**src/hw/cmph_cfg.svh**
```systemverilog
`ifndef CMPH_CFG_SVH
`define CMPH_CFG_SVH
// Clock rate in MHz, period 4 ns
`define CMPH_CLK_MHZ        250
// Cycles for a time in ns: least rounds up, longest rounds down
`define CMPH_NS_MIN(ns)     (((ns) * `CMPH_CLK_MHZ + 999) / 1000)
`define CMPH_NS_MAX(ns)     (((ns) * `CMPH_CLK_MHZ) / 1000)
// Printed times in ns
`define CMPH_T_SETUP_NS     40
`define CMPH_T_MQ_HOLD_NS   145
`define CMPH_T_MQ_DROP_NS   600
`define CMPH_T_DM_FULL_NS   310
`define CMPH_T_DM_LOW_NS    170
`define CMPH_T_DM_WIDTH_NS  80
`define CMPH_T_DM_BYTE_NS   475
`define CMPH_T_BYTE_MAX_NS  1300
`define CMPH_T_DATA_HOLD_NS 480
`define CMPH_T_START_MAX_NS 120
// Derived cycle counts
`define CMPH_C_SETUP        `CMPH_NS_MIN(`CMPH_T_SETUP_NS)
`define CMPH_C_MQ_HOLD      `CMPH_NS_MIN(`CMPH_T_MQ_HOLD_NS + `CMPH_T_START_MAX_NS)
`define CMPH_C_DM_MIN       `CMPH_NS_MIN(`CMPH_T_DM_WIDTH_NS)
`define CMPH_C_DATA_HOLD    `CMPH_NS_MIN(`CMPH_T_DATA_HOLD_NS + `CMPH_T_START_MAX_NS)
`define CMPH_C_DM_BYTE      `CMPH_NS_MIN(`CMPH_T_DM_BYTE_NS)
`define CMPH_C_TIMEOUT      `CMPH_NS_MAX(`CMPH_T_BYTE_MAX_NS)
// Byte lanes: left byte is bits 00-07 (MSBs), right byte 08-15 (LSBs)
`define CMPH_LEFT_HI        15
`define CMPH_LEFT_LO        8
`define CMPH_RIGHT_HI       7
`define CMPH_RIGHT_LO       0
`define CMPH_CNT_W          9
`endif

```
**src/hw/cmph_pkg.sv**
```systemverilog
package cmph_pkg;
  // Access kind from the two byte-write selects
  typedef enum logic [1:0] {
    CMPH_OP_READ  = 2'h0,
    CMPH_OP_RIGHT = 2'h1,
    CMPH_OP_LEFT  = 2'h2,
    CMPH_OP_FULL  = 2'h3
  } cmph_op_type;
  // User request
  typedef struct packed {
    logic [15:0] addr;
    logic [15:0] wdata;
    logic        left_w;
    logic        right_w;
  } cmph_req_type;
  // User answer
  typedef struct packed {
    logic [15:0] rdata;
    logic        parity_err;
    logic        timeout;
  } cmph_rsp_type;
endpackage

```
**src/hw/cmph_sync2.sv**
```systemverilog
`timescale 1ns/1ps
// Two-flop synchroniser for pin inputs
module cmph_sync2 #(
  parameter int W = 1
) (
  input  wire logic         core_clk,
  input  wire logic         reset,
  input  wire logic [W-1:0] async_in,
  output logic      [W-1:0] sync_out
);
  logic [W-1:0] meta_r;  // First stage, read only by second
  logic [W-1:0] meta_nxt;
  logic [W-1:0] sync_nxt;
  // Shift pins through two stages
  always_comb begin
    meta_nxt = async_in;
    sync_nxt = meta_r;
  end
  // Register both stages
  always_ff @(posedge core_clk) begin
    if (reset) begin
      meta_r   <= '0;
      sync_out <= '0;
    end else begin
      meta_r   <= meta_nxt;
      sync_out <= sync_nxt;
    end
  end
endmodule

```
**src/hw/cmph_host.sv**
```systemverilog
`timescale 1ns/1ps
`include "cmph_cfg.svh"
// Notes on behaviour
// - Address, selects stable 40 ns before request.
// - Request held 145 ns, dropped by 600.
// - Both selects low: read-restore, then done.
// - Partial write: merged parity, strobe within 1.3us.
// - Strobe held high only without byte writes.
// - Hold write data while write strobe high.
// - Full write strobe by 310, past 170, 80 wide.
// - Byte write strobe by 1300, not before 475.
// - Byte strobe after read strobe, post parity.
// - Left select bits 00-07, right 08-15.
// - Select encoding picks read, byte or full write.
// - Full write: strobe and data with request.
// - After cycle-started edge, next access may change.
module cmph_host
  import cmph_pkg::*;
(
  input  wire logic         core_clk,
  input  wire logic         reset,
  input  wire logic         req_valid,
  output logic              req_ready,
  input  wire cmph_req_type req,
  output logic              rsp_valid,
  output cmph_rsp_type      rsp,
  input  wire logic         bank_hit,
  input  wire logic         cycle_started_pulse,
  input  wire logic         read_data_strobe,
  output logic [15:0]       word_address_lines,
  output logic              left_byte_write,
  output logic              right_byte_write,
  output logic              memory_request,
  output logic              write_data_strobe,
  output logic              port_reset,
  input  wire logic [15:0]  word_data_lines_i,
  input  wire logic         parity_line_i,
  output logic [15:0]       word_data_lines_o,
  output logic              parity_line_o,
  output logic              data_oe,
  output logic              bank_hit_seen
);
  // Host state machine, one-hot
  typedef enum logic [6:0] {
    ST_IDLE  = 7'h01,
    ST_SETUP = 7'h02,
    ST_WAIT  = 7'h04,
    ST_HOLD  = 7'h08,
    ST_DATA  = 7'h10,
    ST_MERGE = 7'h20,
    ST_STRB  = 7'h40
  } cmph_st_type;

  // Odd parity: parity bit makes total count of ones odd
  function automatic logic odd_par(input logic [15:0] d);
    odd_par = ~(^d);
  endfunction

  // Synchronised pins
  logic [19:0] pins_s;
  logic        hit_s, rel_s, ds_s, par_s;
  logic [15:0] din_s;
  cmph_sync2 #(.W(20)) u_sync (
    .core_clk (core_clk),
    .reset    (reset),
    .async_in ({bank_hit, cycle_started_pulse, read_data_strobe,
                parity_line_i, word_data_lines_i}),
    .sync_out (pins_s)
  );
  assign {hit_s, rel_s, ds_s, par_s, din_s} = pins_s;

  cmph_st_type            st_r, st_nxt;        // Control state
  logic [`CMPH_CNT_W-1:0] cnt_r, cnt_nxt;      // Time since start of phase
  logic [`CMPH_CNT_W-1:0] dm_r, dm_nxt;        // Strobe high time
  logic [15:0]            addr_r, addr_nxt;    // Address drive
  logic [15:0]            wd_r, wd_nxt;        // Write data drive
  logic                   par_r, par_nxt;      // Parity drive
  logic                   lw_r, lw_nxt;        // Left select
  logic                   rw_r, rw_nxt;        // Right select
  logic                   mq_r, mq_nxt;        // Request pin
  logic                   dms_r, dms_nxt;      // Write data strobe pin
  logic                   oe_r, oe_nxt;        // Data bus drive enable
  logic                   rel_seen_r, rel_seen_nxt;
  logic                   done_r, done_nxt;    // Answer pulse
  cmph_rsp_type           rsp_r, rsp_nxt;      // Answer data
  logic                   hit_r, hit_nxt;      // Registered bank hit

  // Next-state logic for the whole transfer
  always_comb begin
    st_nxt       = st_r;
    cnt_nxt      = cnt_r + `CMPH_CNT_W'(1);
    dm_nxt       = dms_r ? dm_r + `CMPH_CNT_W'(1) : '0;
    addr_nxt     = addr_r;
    wd_nxt       = wd_r;
    par_nxt      = par_r;
    lw_nxt       = lw_r;
    rw_nxt       = rw_r;
    mq_nxt       = mq_r;
    dms_nxt      = dms_r;
    oe_nxt       = oe_r;
    rel_seen_nxt = rel_seen_r;
    done_nxt     = 1'b0;
    rsp_nxt      = rsp_r;
    hit_nxt      = hit_s;
    unique case (st_r)
      ST_IDLE: begin
        cnt_nxt = '0;
        if (req_valid) begin
          // Latch everything before the request rises
          addr_nxt = req.addr;
          lw_nxt   = req.left_w;
          rw_nxt   = req.right_w;
          wd_nxt   = req.wdata;
          par_nxt  = odd_par(req.wdata);
          oe_nxt   = req.left_w & req.right_w;
          rsp_nxt  = '0;
          st_nxt   = ST_SETUP;
        end
      end
      ST_SETUP: begin
        if (cnt_r >= `CMPH_NS_MIN(`CMPH_T_SETUP_NS)) begin
          mq_nxt       = 1'b1;
          dms_nxt      = lw_r & rw_r;
          cnt_nxt      = '0;
          rel_seen_nxt = 1'b0;
          st_nxt       = ST_WAIT;
        end
      end
      ST_WAIT: begin
        // Hold request until memory confirms, plus minimum hold
        // Address and selects stay put until the start is confirmed
        if (rel_s) begin
          rel_seen_nxt = 1'b1;
        end
        if ((rel_s | rel_seen_r) && cnt_r >= `CMPH_C_MQ_HOLD) begin
          mq_nxt  = 1'b0;
          cnt_nxt = cnt_r + `CMPH_CNT_W'(1);
          st_nxt  = ST_HOLD;
        end
      end
      ST_HOLD: begin
        if (lw_r & rw_r) begin
          // Full write: hold data and strobe long enough
          if (cnt_r >= `CMPH_C_DATA_HOLD && dm_r >= `CMPH_C_DM_MIN) begin
            dms_nxt  = 1'b0;
            oe_nxt   = 1'b0;
            done_nxt = 1'b1;
            st_nxt   = ST_IDLE;
          end
        end else begin
          st_nxt = ST_DATA;
        end
      end
      ST_DATA: begin
        // Wait for memory data; timeout guards a dead bank
        if (ds_s) begin
          rsp_nxt.rdata      = din_s;
          rsp_nxt.parity_err = (odd_par(din_s) != par_s);
          if (!lw_r && !rw_r) begin
            done_nxt = 1'b1;
            st_nxt   = ST_IDLE;
          end else begin
            st_nxt = ST_MERGE;
          end
        end else if (cnt_r >= `CMPH_C_TIMEOUT) begin
          rsp_nxt.timeout = 1'b1;
          done_nxt        = 1'b1;
          st_nxt          = ST_IDLE;
        end
      end
      ST_MERGE: begin
        // Merge preserved byte with new byte after strobe ends
        if (!ds_s) begin
          if (lw_r) begin
            wd_nxt = {wd_r[`CMPH_LEFT_HI:`CMPH_LEFT_LO],
                      rsp_r.rdata[`CMPH_RIGHT_HI:`CMPH_RIGHT_LO]};
          end else begin
            wd_nxt = {rsp_r.rdata[`CMPH_LEFT_HI:`CMPH_LEFT_LO],
                      wd_r[`CMPH_RIGHT_HI:`CMPH_RIGHT_LO]};
          end
          st_nxt = ST_STRB;
        end
      end
      ST_STRB: begin
        // Parity formed one cycle after merge, then strobe
        par_nxt = odd_par(wd_r);
        oe_nxt  = 1'b1;
        if (oe_r) begin
          dms_nxt = 1'b1;
        end
        if (dms_r && dm_r >= `CMPH_C_DM_MIN && cnt_r >= `CMPH_C_DATA_HOLD) begin
          dms_nxt  = 1'b0;
          oe_nxt   = 1'b0;
          done_nxt = 1'b1;
          st_nxt   = ST_IDLE;
        end
      end
      default: st_nxt = ST_IDLE;
    endcase
  end

  // Register all state
  always_ff @(posedge core_clk) begin
    if (reset) begin
      st_r       <= ST_IDLE;
      cnt_r      <= '0;
      dm_r       <= '0;
      addr_r     <= '0;
      wd_r       <= '0;
      par_r      <= 1'b0;
      lw_r       <= 1'b0;
      rw_r       <= 1'b0;
      mq_r       <= 1'b0;
      dms_r      <= 1'b0;
      oe_r       <= 1'b0;
      rel_seen_r <= 1'b0;
      done_r     <= 1'b0;
      rsp_r      <= '0;
      hit_r      <= 1'b0;
    end else begin
      st_r       <= st_nxt;
      cnt_r      <= cnt_nxt;
      dm_r       <= dm_nxt;
      addr_r     <= addr_nxt;
      wd_r       <= wd_nxt;
      par_r      <= par_nxt;
      lw_r       <= lw_nxt;
      rw_r       <= rw_nxt;
      mq_r       <= mq_nxt;
      dms_r      <= dms_nxt;
      oe_r       <= oe_nxt;
      rel_seen_r <= rel_seen_nxt;
      done_r     <= done_nxt;
      rsp_r      <= rsp_nxt;
      hit_r      <= hit_nxt;
    end
  end

  // Pin and user outputs
  assign req_ready          = (st_r == ST_IDLE);
  assign rsp_valid          = done_r;
  assign rsp                = rsp_r;
  assign word_address_lines = addr_r;
  assign left_byte_write    = lw_r;
  assign right_byte_write   = rw_r;
  assign memory_request     = mq_r;
  assign write_data_strobe  = dms_r;
  assign port_reset         = reset;
  assign word_data_lines_o  = wd_r;
  assign parity_line_o      = par_r;
  assign data_oe            = oe_r;
  assign bank_hit_seen      = hit_r;
endmodule

```
**config.mk**
```make
export PLATFORM = sky130hd
export DESIGN_NAME = cmph_host
export DESIGN_NICKNAME = d
export VERILOG_FILES = /design/src/hw/cmph_pkg.sv /design/src/hw/cmph_sync2.sv /design/src/hw/cmph_host.sv
export VERILOG_INCLUDE_DIRS = /design/src /design/src/hw
export SDC_FILE = /design/constraint.sdc
export NUM_CORES = 1
export LEC_CHECK = 0
export ABC_AREA = 1
export BUFFER_PORTS_ARGS = -buffer_cell sky130_fd_sc_hd__buf_4
export CAP_MARGIN = 15
export CORE_ASPECT_RATIO = 0.6
export CORE_MARGIN = 1
export CORE_UTILIZATION = 38
export DETAILED_ROUTE_END_ITERATION = 8
export PLACE_DENSITY = 0.59
export SLEW_MARGIN = 40
export SYNTH_ARGS = -nofsm -noshare
export SYNTH_HDL_FRONTEND = slang
export SYNTH_SLANG_ARGS = --single-unit
```
**constraint.sdc**
```tcl
create_clock -name core_clk -period 1.65 [get_ports core_clk]
set_input_delay 0.165 -clock core_clk [delete_from_list [all_inputs] [get_ports core_clk]]
set_output_delay 0.165 -clock core_clk [all_outputs]
set_load 0.01 [all_outputs]
```
# --- Word level (Yosys, flattened, before mapping) ---
# Cells that the tools add are included.
word_totals:
  ff_bits: 124
  inputBits: 57
  output_inout_bits: 60
op_classes:
  n_mux: 46
  n_reduce_logical: 28
  n_bitwise: 7
  order_cmp: 5
  add_sub_neg: 2
  eq_ne: 24
ops:
  columns: ["op", "count"]
  rows:
  - ["two-way mux 7 bit", 9]
  - ["one-hot mux 7 bit (7 select lines)", 1]
  - ["two-way mux 16 bit", 3]
  - ["parity 16 bit", 3]
  - ["one-hot mux 18 bit (2 select lines)", 1]
  - ["one-hot mux 16 bit (2 select lines)", 1]
  - ["!= test 2 bit, second input constant", 11]
  - ["two-way mux 1 bit", 20]
  - ["adder 9 x 1 -> 9 bit, second input constant", 2]
  - ["two-way mux 18 bit", 1]
  - ["one-hot mux 9 bit (2 select lines)", 1]
  - ["two-way mux 17 bit", 1]
  - ["AND reduction 4 bit", 4]
  - ["greater-or-equal comparator 9 x 4 -> 1 bit, second input constant", 1]
  - ["greater-or-equal comparator 9 x 5 -> 1 bit, second input constant", 1]
  - ["greater-or-equal comparator 9 x 7 -> 1 bit, second input constant", 1]
  - ["greater-or-equal comparator 9 x 8 -> 1 bit, second input constant", 1]
  - ["greater-or-equal comparator 9 bit, second input constant", 1]
  - ["two-way mux 9 bit", 1]
  - ["one-hot mux 1 bit (3 select lines)", 3]
  - ["AND reduction 3 bit", 3]
  - ["nonzero test 2 bit", 4]
  - ["== test 7 x 1 -> 1 bit, second input constant", 1]
  - ["== test 7 x 2 -> 1 bit, second input constant", 1]
  - ["21 further kinds", 36]

# --- Longest topological paths before layout ---
logic_depth:
  word_depth: 5
  mapped_depth: 13
  depth_no_buf: 13

# --- By module ---
# A second synthesis with hierarchy kept.
unflattened:
  hier_cells: 852
  area_unflattened_um2: 6027.0
by_module_without_submodules:
  columns: ["module", "seq_area_each_um2", "area_per_inst_um2", "cells_each", "instances"]
  rows:
  - ["cmph_host", 1681.6, 4880.9, 728, 1]
  - ["cmph_sync2", 800.8, 1146.1, 124, 1]

# --- Least setup slack after synthesis ---
# No wires, ideal clock.
synth_path:
  kind: "register -> register"
  from: "register st_r[1]"
  to: "register wd_r[14] (netlist: word_data_lines_o[14])"
  arrival_ns: 1.325
  n_path_buf: 1
  required_time_ns: 1.533
  path_slack_ns: 0.208
  path_stages_with_launch: 10
  synth_period_minus_slack_ns: 1.442
  cell_sequence: "dfxtp_1 > nor2_2 > nand2_2 > nor2_8 > inv_2 > nand2_2 > nand3_4 > buf_6 > o21ai_1 > a21oi_1"
synth_via:
  elab_chain_len: 3
synth_rtl:
  columns: ["element", "line_no", "source"]
  rows:
  - ["start: declaration", "cmph_host.sv:72", "cmph_st_type st_r, st_nxt;"]
  - ["start signal: assignment", "cmph_host.sv:221", "st_r <= st_nxt;"]
  - ["== test 7 x 6 -> 1 bit / == test 7 x 1 -> 1 bit (equally long branches)", "cmph_host.sv:105", "unique case (st_r)"]
  - ["!= test 2 bit (no source line) / nonzero test 2 bit (equally long branches)", null, null]
  - ["AND reduction 4 bit (no source line)", null, null]
  - ["end signal: assignment", "cmph_host.sv:225", "wd_r <= wd_nxt;"]
  - ["end: declaration", "cmph_host.sv:76", "logic [15:0] wd_r, wd_nxt;"]
# Several ways; a longest one is shown, not always the timed one.
# A chain may end at the register's enable or synchronous reset.

# --- Worst setup path after layout ---
layout_path:
  from: "register st_r[2]"
  to: "register wd_r[2] (netlist: word_data_lines_o[2])"
# The elaborated chain is that of the path after synthesis.

==> impl_metrics.tcl <==
set metrics [dict create \
    rr_endpoint "word_data_lines_o[2]" \
    numClockSinks 124 \
    fin_nets 1122 \
    cts_root_buf "clkbuf_16" \
    violations "design-rule violations" \
    critical_path_required_ps 1980 \
    cp-end-kind "register" \
    finalCriticalPeriod_ps 1580 \
    pwr-share-clk_pct 36.9 \
    ioPinCount 117 \
    synth_edf_count 0 \
    core_mm2 0.0155 \
    avgSynthCellArea_um2 6.90 \
    r2r-start "st_r[2]" \
    via_per_inst 4.71 \
    crit_chain "inv_4 > nand2_4 > nor3_4 > nand2_4 > buf_6 > a21oi_4 > buf_12 > o21ai_0 > a21oi_1" \
    dieArea_mm2 0.0165 \
    max-slew-margin-rel_pct 69.8 \
    swShare_pct 32.5 \
    layout_commonest_cell "nand2_1" \
    power.density_mw_per_mm2 1390 \
    synth_area_mm2 0.00607 \
    antenna_found_initial 0 \
    cts_tree "done" \
    routedWlPerCell_um 13.0 \
    r2r_cells 9 \
    p_sw_mw 3.87 \
    slowest_stage "dfxtp_4" \
    clk_pin_slew_ps 60 \
    worst_clock_skew_ps 8.19 \
    vias 6011 \
    numCtsBuffers 17 \
    ff2ff_setup_slack_ps 70 \
    p_comb_share_pct 31.3 \
    arrival_ps 1910 \
    drive_above_1_share_pct 24.2 \
    p_int_mw 8.03 \
    syn-num-nets 942 \
    path_max_fanout 8 \
    status "finished with violations" \
    synthCells 880 \
    maxCapViolCount 0 \
    dp_hpwl_um 11900 \
    grt_use_met2_pct 28.6 \
    ys_ff_latch 124 \
    maxSlewViolCount 0 \
    die_h_um 99.9 \
    start_util_pct 39.2 \
    drtPass1Iterations 7 \
    met3_usage_pct 4.96 \
    hold_path_class "input port to register" \
    clock_path_buffers 2 \
    cpMostUsedCell "nand2_4" \
    busiest_layer "met1" \
    leakagePower_nw 4.11 \
    io_buffers 116 \
    htree_num_levels 4 \
    synth_cell_types 43 \
    irDropWorstVdd_v 0.000601 \
    die_w_um 165 \
    ys_async_sr_fraction_pct 0 \
    cp-endpoint "word_data_lines_o[2]" \
    clock_latency_ps 410 \
    antenna_cells 0 \
    drt-total-wl_um 16600 \
    seq_area_frac_synth_pct 40.9 \
    setup_violations 0 \
    critPathKind "register to register" \
    drcViolationCount 20 \
    hold_viol_final 0 \
    setup_tns_ps 0 \
    rsz0062_at_grt "yes" \
    area_growth_pct 40.8 \
    drt_iter0_drc 597 \
    grt_pass1_wl_um 26000 \
    worst_slew_pin_slew_ps 448 \
    fmax_mhz 633 \
    fin_crit_sh_pct 95.7 \
    grt_start_max_net_pins 44 \
    cpPeakStageDelay_ps 360 \
    grtUsageMet1_pct 29.7 \
    layout.cells.most_common_list "201 x nand2_1, 146 x buf_4, 123 x nor2_1" \
    grt_pass1_vias 5297 \
    whs_ps 20.1 \
    gp_congestion 0.905 \
    crit_start "st_r[2]" \
    grt.total_usage_pct 20.2 \
    row_count 35 \
    synthFlopType "dfxtp_1" \
    cp-start-kind "register" \
    gr-total-overflow 0 \
    yosysWarnings 0 \
    pwr-share-seq_pct 31.8 \
    total_power_mw 11.9 \
    postLayoutCoreUtil_pct 55.2 \
    antenna_left 0 \
]
## sequential cells by signal (all words and copies together), names as in the netlist, 7 cells and up
register            flops
word_address_lines     16
dm_r                    9
cnt_r                   9
rsp                    18
u_sync.meta_r          20
u_sync.sync_out        20
st_r                    7
word_data_lines_o      16
## cell families after synthesis
family	Yosys count	share of synthesized area, %
and+or+nand+nor	434	31.2
adders and majority gates	5	1.03
DFF	124	40.9
buffers and inverters	154	10.1
xor gates and xnor gates	37	5.33
AOI/OAI and AO/OA	126	11.5
## power groups by stage
stage               combinational, mW  clock, mW  sequential [mW]
floorplan                        2.05          0             3.89
global placement                 3.31          0             3.82
detailed placement               3.30          0             3.83
CTS                              3.43       4.46             3.77
global route                     4.18       4.60             3.84
finish                           3.72       4.40             3.79
## how the worst min path moves through the flow
stage / from / to / slack [ps] / cells past startpoint
3_5_place_dp: word_data_lines_i[3] / u_sync.meta_r[3] / 370 / 3
3_3_place_gp: word_data_lines_i[11] / u_sync.meta_r[11] / 370 / 3
6_report: req[31] / word_address_lines[13] / 20 / 3
4_1_cts: reset / st_r[3] / 4 / 2
5_1_grt: reset / st_r[3] / 20 / 2
2_1_floorplan: word_data_lines_i[0] / u_sync.meta_r[0] / 270 / 2
## metrics by stage
| stage | cells | setup slack, ps | cell area, um^2 |
|---|---|---|---|
| 2_1_floorplan | 880 | 208 | 6070 |
| 3_3_place_gp | 1199 | 30.6 | 7300 |
| 3_5_place_dp | 1199 | -1.75 | 7300 |
| 4_1_cts | 1268 | 1.78 | 8370 |
| 5_1_grt | 1276 | -32.5 | 8550 |
| 6_report | 1276 | 70.6 | 8550 |
## timing repair
item / 4_1_cts / 5_1_grt
hold endpoints to repair: 35 / 0
gates cloned: 0 / 2
hold buffers: 35 / 0
setup endpoints to repair: 2 / 64
pin swaps: 2 / 5
setup buffers: 2 / 6
resized for setup: 5 / 46
## Yosys cell counts (3+ instances only)
master,n,area [um^2]
o21ai_0,51,255
nand2_2,6,37.5
nand2_4,5,56.3
a22oi_1,8,60.1
buf_2,7,35.0
nor3_1,6,30.0
clkbuf_1,11,41.3
inv_1,112,420
xor2_1,20,175
nand3_1,61,305
o21ai_2,4,35.0
dfxtp_1,124,2480
buf_1,4,15.0
xnor2_1,17,149
ha_1,5,62.6
nand4_1,6,37.5
nor2_2,3,18.8
buf_6,3,33.8
a21oi_1,53,265
nor2_1,128,480
nand2_1,205,769
inv_2,14,52.6
## critical path: cells and delay by family (launching register included)
kind,cells,cell delay (ps)
compound gates,3,430
simple gates,3,360
buf+inv,3,350
flops,1,360
## metal layers
metal  wire, um  up-vias
li1           -     3130
met1       8410     2667
met2       6720      188
met3       1130       26
met4        310        0
met5          0        -
## layout make-up
cell class | instances | area [um^2]
Multi-Input combinational cell | 603 | 3060
Fill cell | 1462 | 6950
Clock buffer | 20 | 467
Clock inverter | 12 | 231
Sequential cell | 124 | 2500
Tap cell | 203 | 254
Inverter | 127 | 482
Timing Repair Buffer | 187 | 1550
Power figures use the tool's default switching activity.
